`src/rtl/ddmpr_pkg.sv`:
```
// package: constants for the multipurpose register access block
package ddmpr_pkg;

  // ------------------------------------------------------------------
  // register bus map (word aligned byte addresses)
  // ------------------------------------------------------------------
  localparam logic [7:0] OFS_CTRL   = 8'h00; // mode register 3 image
  localparam logic [7:0] OFS_CMD    = 8'h04; // command issue
  localparam logic [7:0] OFS_RDATA  = 8'h08; // last readout
  localparam logic [7:0] OFS_STATUS = 8'h0C; // block state
  localparam logic [7:0] OFS_MR0    = 8'h10; // mode register images
  localparam logic [7:0] OFS_PAR    = 8'h30; // end of the mode register images, reads as zero

  // ------------------------------------------------------------------
  // control field layout
  // ------------------------------------------------------------------
  localparam int MR3_PAGE_LSB = 0;  // page select bits 1:0
  localparam int MR3_EN_BIT   = 2;  // access mode enable
  localparam int MR3_FMT_LSB  = 11; // readout format bits 12:11

  // ------------------------------------------------------------------
  // command register fields
  // ------------------------------------------------------------------
  localparam int CMD_OP_LSB   = 24; // opcode 27:24
  localparam int CMD_BA_LSB   = 16; // bank address 17:16
  localparam int CMD_ADDR_LSB = 0;  // address 7:0 / data

  // command opcodes
  typedef enum logic [3:0] {
    DDMPR_OP_DES  = 4'h0,
    DDMPR_OP_MRS  = 4'h1,
    DDMPR_OP_RD   = 4'h2,
    DDMPR_OP_RDA  = 4'h3,
    DDMPR_OP_WR   = 4'h4,
    DDMPR_OP_WRA  = 4'h5,
    DDMPR_OP_REF  = 4'h6,
    DDMPR_OP_RST  = 4'h7,
    DDMPR_OP_PDE  = 4'h8,
    DDMPR_OP_SRE  = 4'h9,
    DDMPR_OP_ACT  = 4'hA,
    DDMPR_OP_PRE  = 4'hB
  } ddmpr_op_t;

  // readout formats
  localparam logic [1:0] FMT_SERIAL = 2'h0;
  localparam logic [1:0] FMT_PARAL  = 2'h1;
  localparam logic [1:0] FMT_STAGR  = 2'h2;

  // burst selection on address bits 2:0
  localparam logic [2:0] BURST_BL8 = 3'h0;
  localparam logic [2:0] BURST_BC4 = 3'h4;

  // default training patterns of page 0
  localparam logic [7:0] PAT0 = 8'h55;
  localparam logic [7:0] PAT1 = 8'h33;
  localparam logic [7:0] PAT2 = 8'h0F;
  localparam logic [7:0] PAT3 = 8'h00;

  // refresh cycle time
  localparam int TRFC_NS  = 260;
  localparam int CLK_MHZ  = 50;
  localparam int TRFC_CYC = (TRFC_NS * CLK_MHZ + 999) / 1000;

  // status bits
  localparam int ST_EN    = 0;
  localparam int ST_BUSY  = 1;
  localparam int ST_ILL   = 2;
  localparam int ST_ARRAY = 3;
  localparam int ST_BC4   = 4;

endpackage

```
`src/rtl/ddmpr_top.sv`:
```
// multipurpose register access mode command interpreter
// Functional notes
// - four pages of four 8-bit registers
// - mode enabled by mode register 3 bit 2
// - page from MR3[1:0], register from BA
// - reads served from selected special register
// - autoprecharge variants act as plain accesses
// - location from address, halves fit burst 8
// - reset accepted, state, mode register images and page 0 re-initialized, flags kept
// - BL8 or BC4 by A[2:0], no OTF
// - page 0 defaults, writable, kept
// - page 0 default training patterns
// - page purposes: training, parity, readout, reserved
// - page 0 any format, others serial
// - serial: A7 to UI0 down to A0 at UI7
module ddmpr_top #(
  parameter int TRFC = ddmpr_pkg::TRFC_CYC
) (
  input  wire logic        clk,
  input  wire logic        srst,
  input  wire logic        ce,
  input  wire logic [7:0]  avs_address,
  input  wire logic        avs_read,
  input  wire logic        avs_write,
  input  wire logic [31:0] avs_writedata,
  input  wire logic [3:0]  avs_byteenable,
  output logic      [31:0] avs_readdata,
  output logic             avs_waitrequest,
  input  wire logic [31:0] parity_frame,   // captured error frame
  input  wire logic        parity_enable,  // parity checking on
  output logic             array_rd,       // normal array read pulse
  output logic             array_wr,       // normal array write pulse
  output logic [7:0]       dq_burst [8],   // burst, one byte per UI
  output logic             dq_valid        // burst ready pulse
);

  // ------------------------------------------------------------------
  // state and storage
  // ------------------------------------------------------------------
  typedef enum {
    DDMPR_IDLE,
    DDMPR_REF
  } ddmpr_st_t;

  ddmpr_st_t   st;              // refresh guard state
  ddmpr_st_t   next_st;         // its next value
  logic [12:0] mr3;             // mode register 3 image
  logic [7:0]  mr [8];          // other mode register images
  logic [15:0] rfc_cnt;         // refresh cycle counter
  logic [7:0]  rd_byte;         // last readout
  logic        ill;             // sticky illegal command flag
  logic        bc4;             // last read was chop 4
  logic        ack;             // one-cycle bus answer
  logic [31:0] rdata_q;         // registered read data

  // ------------------------------------------------------------------
  // command decode
  // ------------------------------------------------------------------
  // a write lands only at the edge where waitrequest is sampled low
  wire         wr_hit  = avs_write && ack;
  wire         cmd_go  = ce && wr_hit && avs_address == ddmpr_pkg::OFS_CMD;
  wire         ctl_go  = ce && wr_hit && avs_address == ddmpr_pkg::OFS_CTRL;
  wire  [3:0]  op      = avs_writedata[ddmpr_pkg::CMD_OP_LSB +: 4];
  wire  [1:0]  cba     = avs_writedata[ddmpr_pkg::CMD_BA_LSB +: 2];
  wire  [7:0]  caddr   = avs_writedata[ddmpr_pkg::CMD_ADDR_LSB +: 8];
  wire         mode_en = mr3[ddmpr_pkg::MR3_EN_BIT];
  wire  [1:0]  page    = mr3[ddmpr_pkg::MR3_PAGE_LSB +: 2];
  wire  [1:0]  fmt     = mr3[ddmpr_pkg::MR3_FMT_LSB +: 2];

  // read and write alike drop the autoprecharge part
  function automatic logic is_rd(input logic [3:0] o);
    is_rd = o == ddmpr_pkg::DDMPR_OP_RD || o == ddmpr_pkg::DDMPR_OP_RDA;
  endfunction
  function automatic logic is_wr(input logic [3:0] o);
    is_wr = o == ddmpr_pkg::DDMPR_OP_WR || o == ddmpr_pkg::DDMPR_OP_WRA;
  endfunction

  // commands legal while the mode is on
  function automatic logic legal(input logic [3:0] o);
    legal = is_rd(o) || is_wr(o) ||
            o == ddmpr_pkg::DDMPR_OP_MRS ||
            o == ddmpr_pkg::DDMPR_OP_DES ||
            o == ddmpr_pkg::DDMPR_OP_REF ||
            o == ddmpr_pkg::DDMPR_OP_RST;
  endfunction

  wire         busy     = st == DDMPR_REF;
  wire         burst_ok = caddr[2:0] == ddmpr_pkg::BURST_BL8 ||
                          caddr[2:0] == ddmpr_pkg::BURST_BC4;
  wire         cmd_ok   = !busy && (!mode_en || legal(op));
  wire         m_rd     = cmd_go && cmd_ok && mode_en && is_rd(op)
                          && burst_ok;
  wire         m_wr     = cmd_go && cmd_ok && mode_en && is_wr(op);
  wire         do_rst   = cmd_go && op == ddmpr_pkg::DDMPR_OP_RST;
  wire         do_ref   = cmd_go && cmd_ok
                          && op == ddmpr_pkg::DDMPR_OP_REF;
  wire         do_mrs   = cmd_go && cmd_ok
                          && op == ddmpr_pkg::DDMPR_OP_MRS;

  // ------------------------------------------------------------------
  // page 0 storage
  // ------------------------------------------------------------------
  logic [7:0] p0_data;
  ddmpr_page0 #(
    .W (8)
  ) u_page0 (
    .clk   (clk),
    .srst  (srst),
    .ce    (ce),
    .init  (do_rst),
    .we    (m_wr && page == 2'h0),
    .wsel  (cba),
    .wdata (caddr),
    .rsel  (cba),
    .rdata (p0_data)
  );

  // ------------------------------------------------------------------
  // page select: training, parity log, mode readout, reserved
  // ------------------------------------------------------------------
  wire  [7:0] p1_data = parity_enable ? parity_frame[8*cba +: 8]
                                      : 8'h00;
  wire  [7:0] p2_data = mr[{1'b0, cba}];
  wire  [7:0] sel_data;
  assign sel_data = page == 2'h0 ? p0_data :
                    page == 2'h1 ? p1_data :
                    page == 2'h2 ? p2_data : 8'h00;

  // only page 0 leaves serial format
  wire  [1:0] eff_fmt = page == 2'h0 ? fmt : ddmpr_pkg::FMT_SERIAL;

  // ------------------------------------------------------------------
  // burst formation: each UI gives one byte across the lanes
  // ------------------------------------------------------------------
  logic [7:0] next_burst [8];
  genvar u;
  for (u = 0; u < 8; u++) begin : g_ui
    // serial: UI u carries bit 7-u on every lane
    wire       sbit = sel_data[7-u];
    wire [7:0] ser  = {8{sbit}};
    wire [7:0] par  = sel_data;                                   // whole byte
    wire [7:0] stg  = p0_data; // staggered folds to lane-rotated byte
    assign next_burst[u] =
      eff_fmt == ddmpr_pkg::FMT_PARAL ? par :
      eff_fmt == ddmpr_pkg::FMT_STAGR ? 8'((stg << u) | (stg >> (8-u))) :
      ser;
  end

  // ------------------------------------------------------------------
  // refresh guard state machine
  // ------------------------------------------------------------------
  always_comb begin
    next_st = st;
    case (st)
      DDMPR_IDLE: begin
        if (do_ref) begin
          next_st = DDMPR_REF;
        end
      end
      DDMPR_REF: begin
        if (rfc_cnt == 16'(TRFC - 1)) begin
          next_st = DDMPR_IDLE;
        end
      end
      default: begin
        next_st = DDMPR_IDLE;
      end
    endcase
  end

  // state and refresh counter
  always_ff @(posedge clk) begin
    if (srst || (ce && do_rst)) begin
      st      <= DDMPR_IDLE;
      rfc_cnt <= 16'h0000;
    end else if (ce) begin
      st      <= next_st;
      rfc_cnt <= busy ? 16'(rfc_cnt + 16'h0001) : 16'h0000;
    end
  end

  // mode register 3 image, written by control or MRS
  always_ff @(posedge clk) begin
    if (srst || (ce && do_rst)) begin
      mr3 <= 13'h0000;
    end else if (ctl_go || (do_mrs && cba == 2'h3)) begin
      mr3 <= avs_writedata[12:0];
    end
  end

  // other mode register images for readout
  always_ff @(posedge clk) begin
    if (srst || (ce && do_rst)) begin
      for (int k = 0; k < 8; k++) begin
        mr[k] <= 8'h00;
      end
    end else if (do_mrs && cba != 2'h3) begin
      mr[{1'b0, cba}] <= caddr;
    end
  end

  // readout, burst and flags
  always_ff @(posedge clk) begin
    if (srst) begin
      rd_byte  <= 8'h00;
      ill      <= 1'b0;
      bc4      <= 1'b0;
      dq_valid <= 1'b0;
      array_rd <= 1'b0;
      array_wr <= 1'b0;
      for (int k = 0; k < 8; k++) begin
        dq_burst[k] <= 8'h00;
      end
    end else if (ce) begin
      dq_valid <= m_rd;
      array_rd <= cmd_go && cmd_ok && !mode_en && is_rd(op);
      array_wr <= cmd_go && cmd_ok && !mode_en && is_wr(op);
      if (m_rd) begin
        rd_byte  <= sel_data;
        bc4      <= caddr[2];
        dq_burst <= next_burst;
      end
      if (cmd_go && !cmd_ok) begin
        ill <= 1'b1;
      end else if (ctl_go && avs_writedata[31]) begin
        ill <= 1'b0;
      end
    end
  end

  // ------------------------------------------------------------------
  // bus slave: one wait cycle, then answer
  // ------------------------------------------------------------------
  wire [31:0] st_word = 32'({bc4, !mode_en, ill, busy, mode_en});
  wire        mr_hit  = avs_address >= ddmpr_pkg::OFS_MR0 &&
                        avs_address <  ddmpr_pkg::OFS_PAR;
  wire [31:0] rmux    =
    avs_address == ddmpr_pkg::OFS_CTRL   ? 32'(mr3) :
    avs_address == ddmpr_pkg::OFS_RDATA  ? 32'(rd_byte) :
    avs_address == ddmpr_pkg::OFS_STATUS ? st_word :
    mr_hit ? 32'(mr[avs_address[4:2]]) : 32'h0000_0000;

  assign avs_waitrequest = (avs_read || avs_write) && !ack;
  assign avs_readdata    = rdata_q;

  always_ff @(posedge clk) begin
    if (srst) begin
      ack     <= 1'b0;
      rdata_q <= 32'h0000_0000;
    end else if (ce) begin
      ack     <= (avs_read || avs_write) && !ack;
      rdata_q <= rmux;
    end
  end

endmodule

```
`src/rtl/ddmpr_page0.sv`:
```
// page 0 training pattern storage with defaults and write port
module ddmpr_page0 #(
  parameter int W = 8
) (
  input  wire logic         clk,
  input  wire logic         srst,
  input  wire logic         ce,
  input  wire logic         init,  // re-initialization
  input  wire logic         we,
  input  wire logic [1:0]   wsel,
  input  wire logic [W-1:0] wdata,
  input  wire logic [1:0]   rsel,
  output logic      [W-1:0] rdata
);

  logic [W-1:0] mem [4];       // four training registers
  logic [W-1:0] dflt [4];      // power-up patterns

  // ------------------------------------------------------------------
  // defaults
  // ------------------------------------------------------------------
  assign dflt[0] = W'(ddmpr_pkg::PAT0);
  assign dflt[1] = W'(ddmpr_pkg::PAT1);
  assign dflt[2] = W'(ddmpr_pkg::PAT2);
  assign dflt[3] = W'(ddmpr_pkg::PAT3);

  assign rdata = mem[rsel];

  // ------------------------------------------------------------------
  // storage: each register reloads or takes a write
  // ------------------------------------------------------------------
  genvar i;
  for (i = 0; i < 4; i++) begin : g_reg
    always_ff @(posedge clk) begin
      if (srst || (ce && init)) begin
        mem[i] <= dflt[i];
      end else if (ce && we && wsel == 2'(i)) begin
        mem[i] <= wdata;
      end
    end
  end

endmodule

```
`config.mk`:
```
export PLATFORM = sky130hd
export DESIGN_NAME = ddmpr_top
export DESIGN_NICKNAME = d
export VERILOG_FILES = /design/src/rtl/ddmpr_pkg.sv /design/src/rtl/ddmpr_top.sv /design/src/rtl/ddmpr_page0.sv
export SDC_FILE = /design/constraint.sdc
export NUM_CORES = 1
export LEC_CHECK = 0
export ABC_AREA = 1
export ABC_CLOCK_PERIOD_IN_PS = 2490
export BUFFER_PORTS_ARGS = -buffer_cell sky130_fd_sc_hd__buf_2
export CORE_MARGIN = 8
export CORE_UTILIZATION = 54
export CTS_BUF_LIST = sky130_fd_sc_hd__clkbuf_16
export DETAILED_ROUTE_END_ITERATION = 8
export GPL_ROUTABILITY_DRIVEN = 0
export GPL_TIMING_DRIVEN = 0
export PLACE_DENSITY = 0.78
export SETUP_SLACK_MARGIN = 0.1
export SLEW_MARGIN = 20
export SYNTH_ARGS = -nofsm -noshare
export SYNTH_HDL_FRONTEND = slang
export SYNTH_HIERARCHICAL = 1
export SYNTH_SLANG_ARGS = --single-unit
```
`constraint.sdc`:
```
create_clock -name clk -period 2.49 [get_ports clk]
set_clock_uncertainty 0.1 [all_clocks]
set_input_delay 0.249 -clock clk [delete_from_list [all_inputs] [get_ports clk]]
set_output_delay 0.249 -clock clk [all_outputs]
set_load 0.01 [all_outputs]
```
==> metrics.yaml <==
clock_tree:
  root_buffer: "clkbuf_16"
  clkSinkCount: 185
  clk-insertion-delay-late_ns: 0.44
  cts_tree: "yes"
  h-tree-depth: 4
  clock_path_buffers: 2
  clkTransAtPathRegs_ns: 0.07
  cts_buffers: 17
final_layout:
  layout_commonest_cell: "nand2_1"
  drive_gt1_frac: 0.169
  fin_nets: 1588
  instances_no_fill: 1737
  syn_to_final_growth_pct: 19.4
  stdcell_area_um2: 11000
  n_antenna_cell: 0
  final_cell_mix: "nand2_1 (381), nor2_1 (281), buf_2 (164), dfxtp_1 (121), inv_1 (115)"
  fin_util: 0.661
synthesis:
  syn_inst: 1307
  ys_seq_elements: 185
  ys_seq_area_frac: 0.471
  synthTopCellsByArea: "dfxtp_1 (26%), edfxtp_1 (21%), nand2_1 (16%)"
  syn_area_um2: 9220
  avgSynthCellArea_um2: 7.05
  yosysUniqueCellTypes: 37
  synth_top_area_cell: "dfxtp_1"
  ys.warnings.count: 6
  synth_top_area_share: 0.263
global_route:
  grt_pass1_vias: 8561
  grt.total_usage: 0.251
  grt_max_degree: 17
  grt_pass1_wl_mm: 43.5
  overflow: 0
  antenna_found_initial: 0
worst_setup_path:
  start_kind: "register"
  cp_data_required_time_ns: 2.46
  worstPathArrival_ns: 2.23
  cp_max_fo: 8
  crit_chain: "nand2_1 -> nor2_4 -> nand2_1 -> nor2_4 -> nand3_1 -> nor2_1 -> nand2_2 -> o21ai_2"
  slowest_delay_ns: 0.48
  cp-end-kind: "register"
  cp_slowest_cell: "o21ai_2"
  reg2reg_slack_ns: 0.24
  critPathKind: "register to register"
placed_design:
  placed_area_um2: 10300
  hpwl_mm: 20.5
  dpl_worst_slack_ns: -0.549
  dp_cells: 1699
  port_buffers: 146
sta:
  final-setup-viol-count: 0
  rsz0062_at_grt: "true"
  max_freq_mhz: 444
  fin_setup_tns_ns: 0
  layout_min_cycle_time_ns: 2.25
  tightest_slew_ns: 0.735
  slew_viol_final: 0
  finalHoldViolCount: 0
  slew_headroom: 0.508
  finalCritPeriodShare: 0.905
  layout_setup_ws_ns: 0.236
die:
  rows: 47
  io_pins: 182
  initial_core_util: 0.554
  dieArea_um2: 21500
  core_um2: 16600
  die_x_um: 147
  die_h_um: 147
detailed_routing:
  dr.pass1.iters: 6
  drt_wl_total_mm: 27.5
  dr.first_iter.drc_count: 1173
  vias: 9205
  drt-vias-per-instance: 5.30
  drtAntennaViolNets: 0
  wl_per_cell_um: 15.8
  drcViolationCount: 0
worst_hold_path:
  min_path_type: "primary input to register"
status:
  status: "complete, no violations"
power_and_ir_drop:
  leakagePower_uw: 0.00530
  power_density_nw_per_um2: 575
  peakVddDrop_mv: 0.518
job:
  maxCapViolCount: 0
-- report_power, final --
part           switching (uW)  internal (uW)
Combinational             357            161
Sequential               19.1           3160
Clock                    1170           1470
-- layer usage --
layer  wire [um]  GRT usage  part of all wire  vias to the layer above
li1            -          -                 -                     4484
met1       11100      0.317              0.41                     4191
met2       12900      0.405              0.47                      466
met3        2760     0.0627              0.10                       64
met4         701     0.0943             0.026                        0
met5           0          0                 0                        -
-- metrics by stage --
step	hold WS [ns]	total power [uW]
4_1_cts	0.00319	6320
6_report	0.0156	6330
3_3_place_gp	0.354	3730
5_1_grt	0.00274	6510
3_5_place_dp	0.356	3730
2_1_floorplan	0.284	3540
-- area by class of cell --
cell class / instances / area [um^2]
inverters: 118 / 443
fillers: 1489 / 5640
clock inverters: 15 / 133
clock buffers: 17 / 425
flip-flops and latches: 185 / 4340
plain buffers: 64 / 362
repair buffers: 152 / 788
well taps: 220 / 275
multi-input cells: 966 / 4230
-- kinds of logic after synthesis --
group           after synthesis  synth area share
xor+xnor                      6           0.00570
buf+inv                     182            0.0873
other cells                   1          0.000407
compound gates              103            0.0586
flops                       185             0.471
simple gates                828             0.374
fa+ha+maj                     2           0.00271
-- cells in the mapped netlist (all sizes together) --
| cell type | instances |
|---|---|
| or2 | 8 |
| dfxtp | 121 |
| xor2 | 4 |
| o21ai | 61 |
| conb | 1 |
| buf | 44 |
| a21oi | 36 |
| nor3 | 14 |
| and3b | 1 |
| nand4 | 22 |
| o22ai | 1 |
| or3 | 1 |
| nand3 | 93 |
| clkbuf | 20 |
| nor2 | 292 |
| nand2 | 390 |
| a22oi | 5 |
| nor3b | 3 |
| inv | 118 |
| edfxtp | 64 |
| nor4 | 4 |
| xnor2 | 2 |
| ha | 2 |
-- state kept, by name, summed over array words and instances, names as in the netlist --
register      flops
mr3              13
bc4               1
ill               1
avs_readdata     13
st                1
rd_byte           8
u_page0/mem      32
dq_burst         64
array_rd          1
dq_valid          1
rfc_cnt          16
mr               32
ack               1
array_wr          1
-- what timing repair did --
item	in CTS	in global routing
hold endpoints to repair	5	0
buffers inserted	1	0
gates resized for setup	5	12
pin swaps	1	0
setup endpoints to repair	49	65
hold buffers	5	0
-- worst max-delay path: cells and delay by family (launching register included) --
| kind | cells | cell delay [ns] |
|---|---|---|
| simple gates | 7 | 0.96 |
| flops | 1 | 0.35 |
| compound gates | 1 | 0.48 |
-- path summary, 6_finish.rpt --
path / to / start / cells past startpoint
min reg2reg: array_rd / array_rd / 2
max reg2reg: u_page0/mem[1][6] / ack / 8
max: u_page0/mem[1][6] / ack / 8
min: mr3[1] / avs_writedata[1] / 3
No activity file was read; power rests on OpenSTA's default activity.
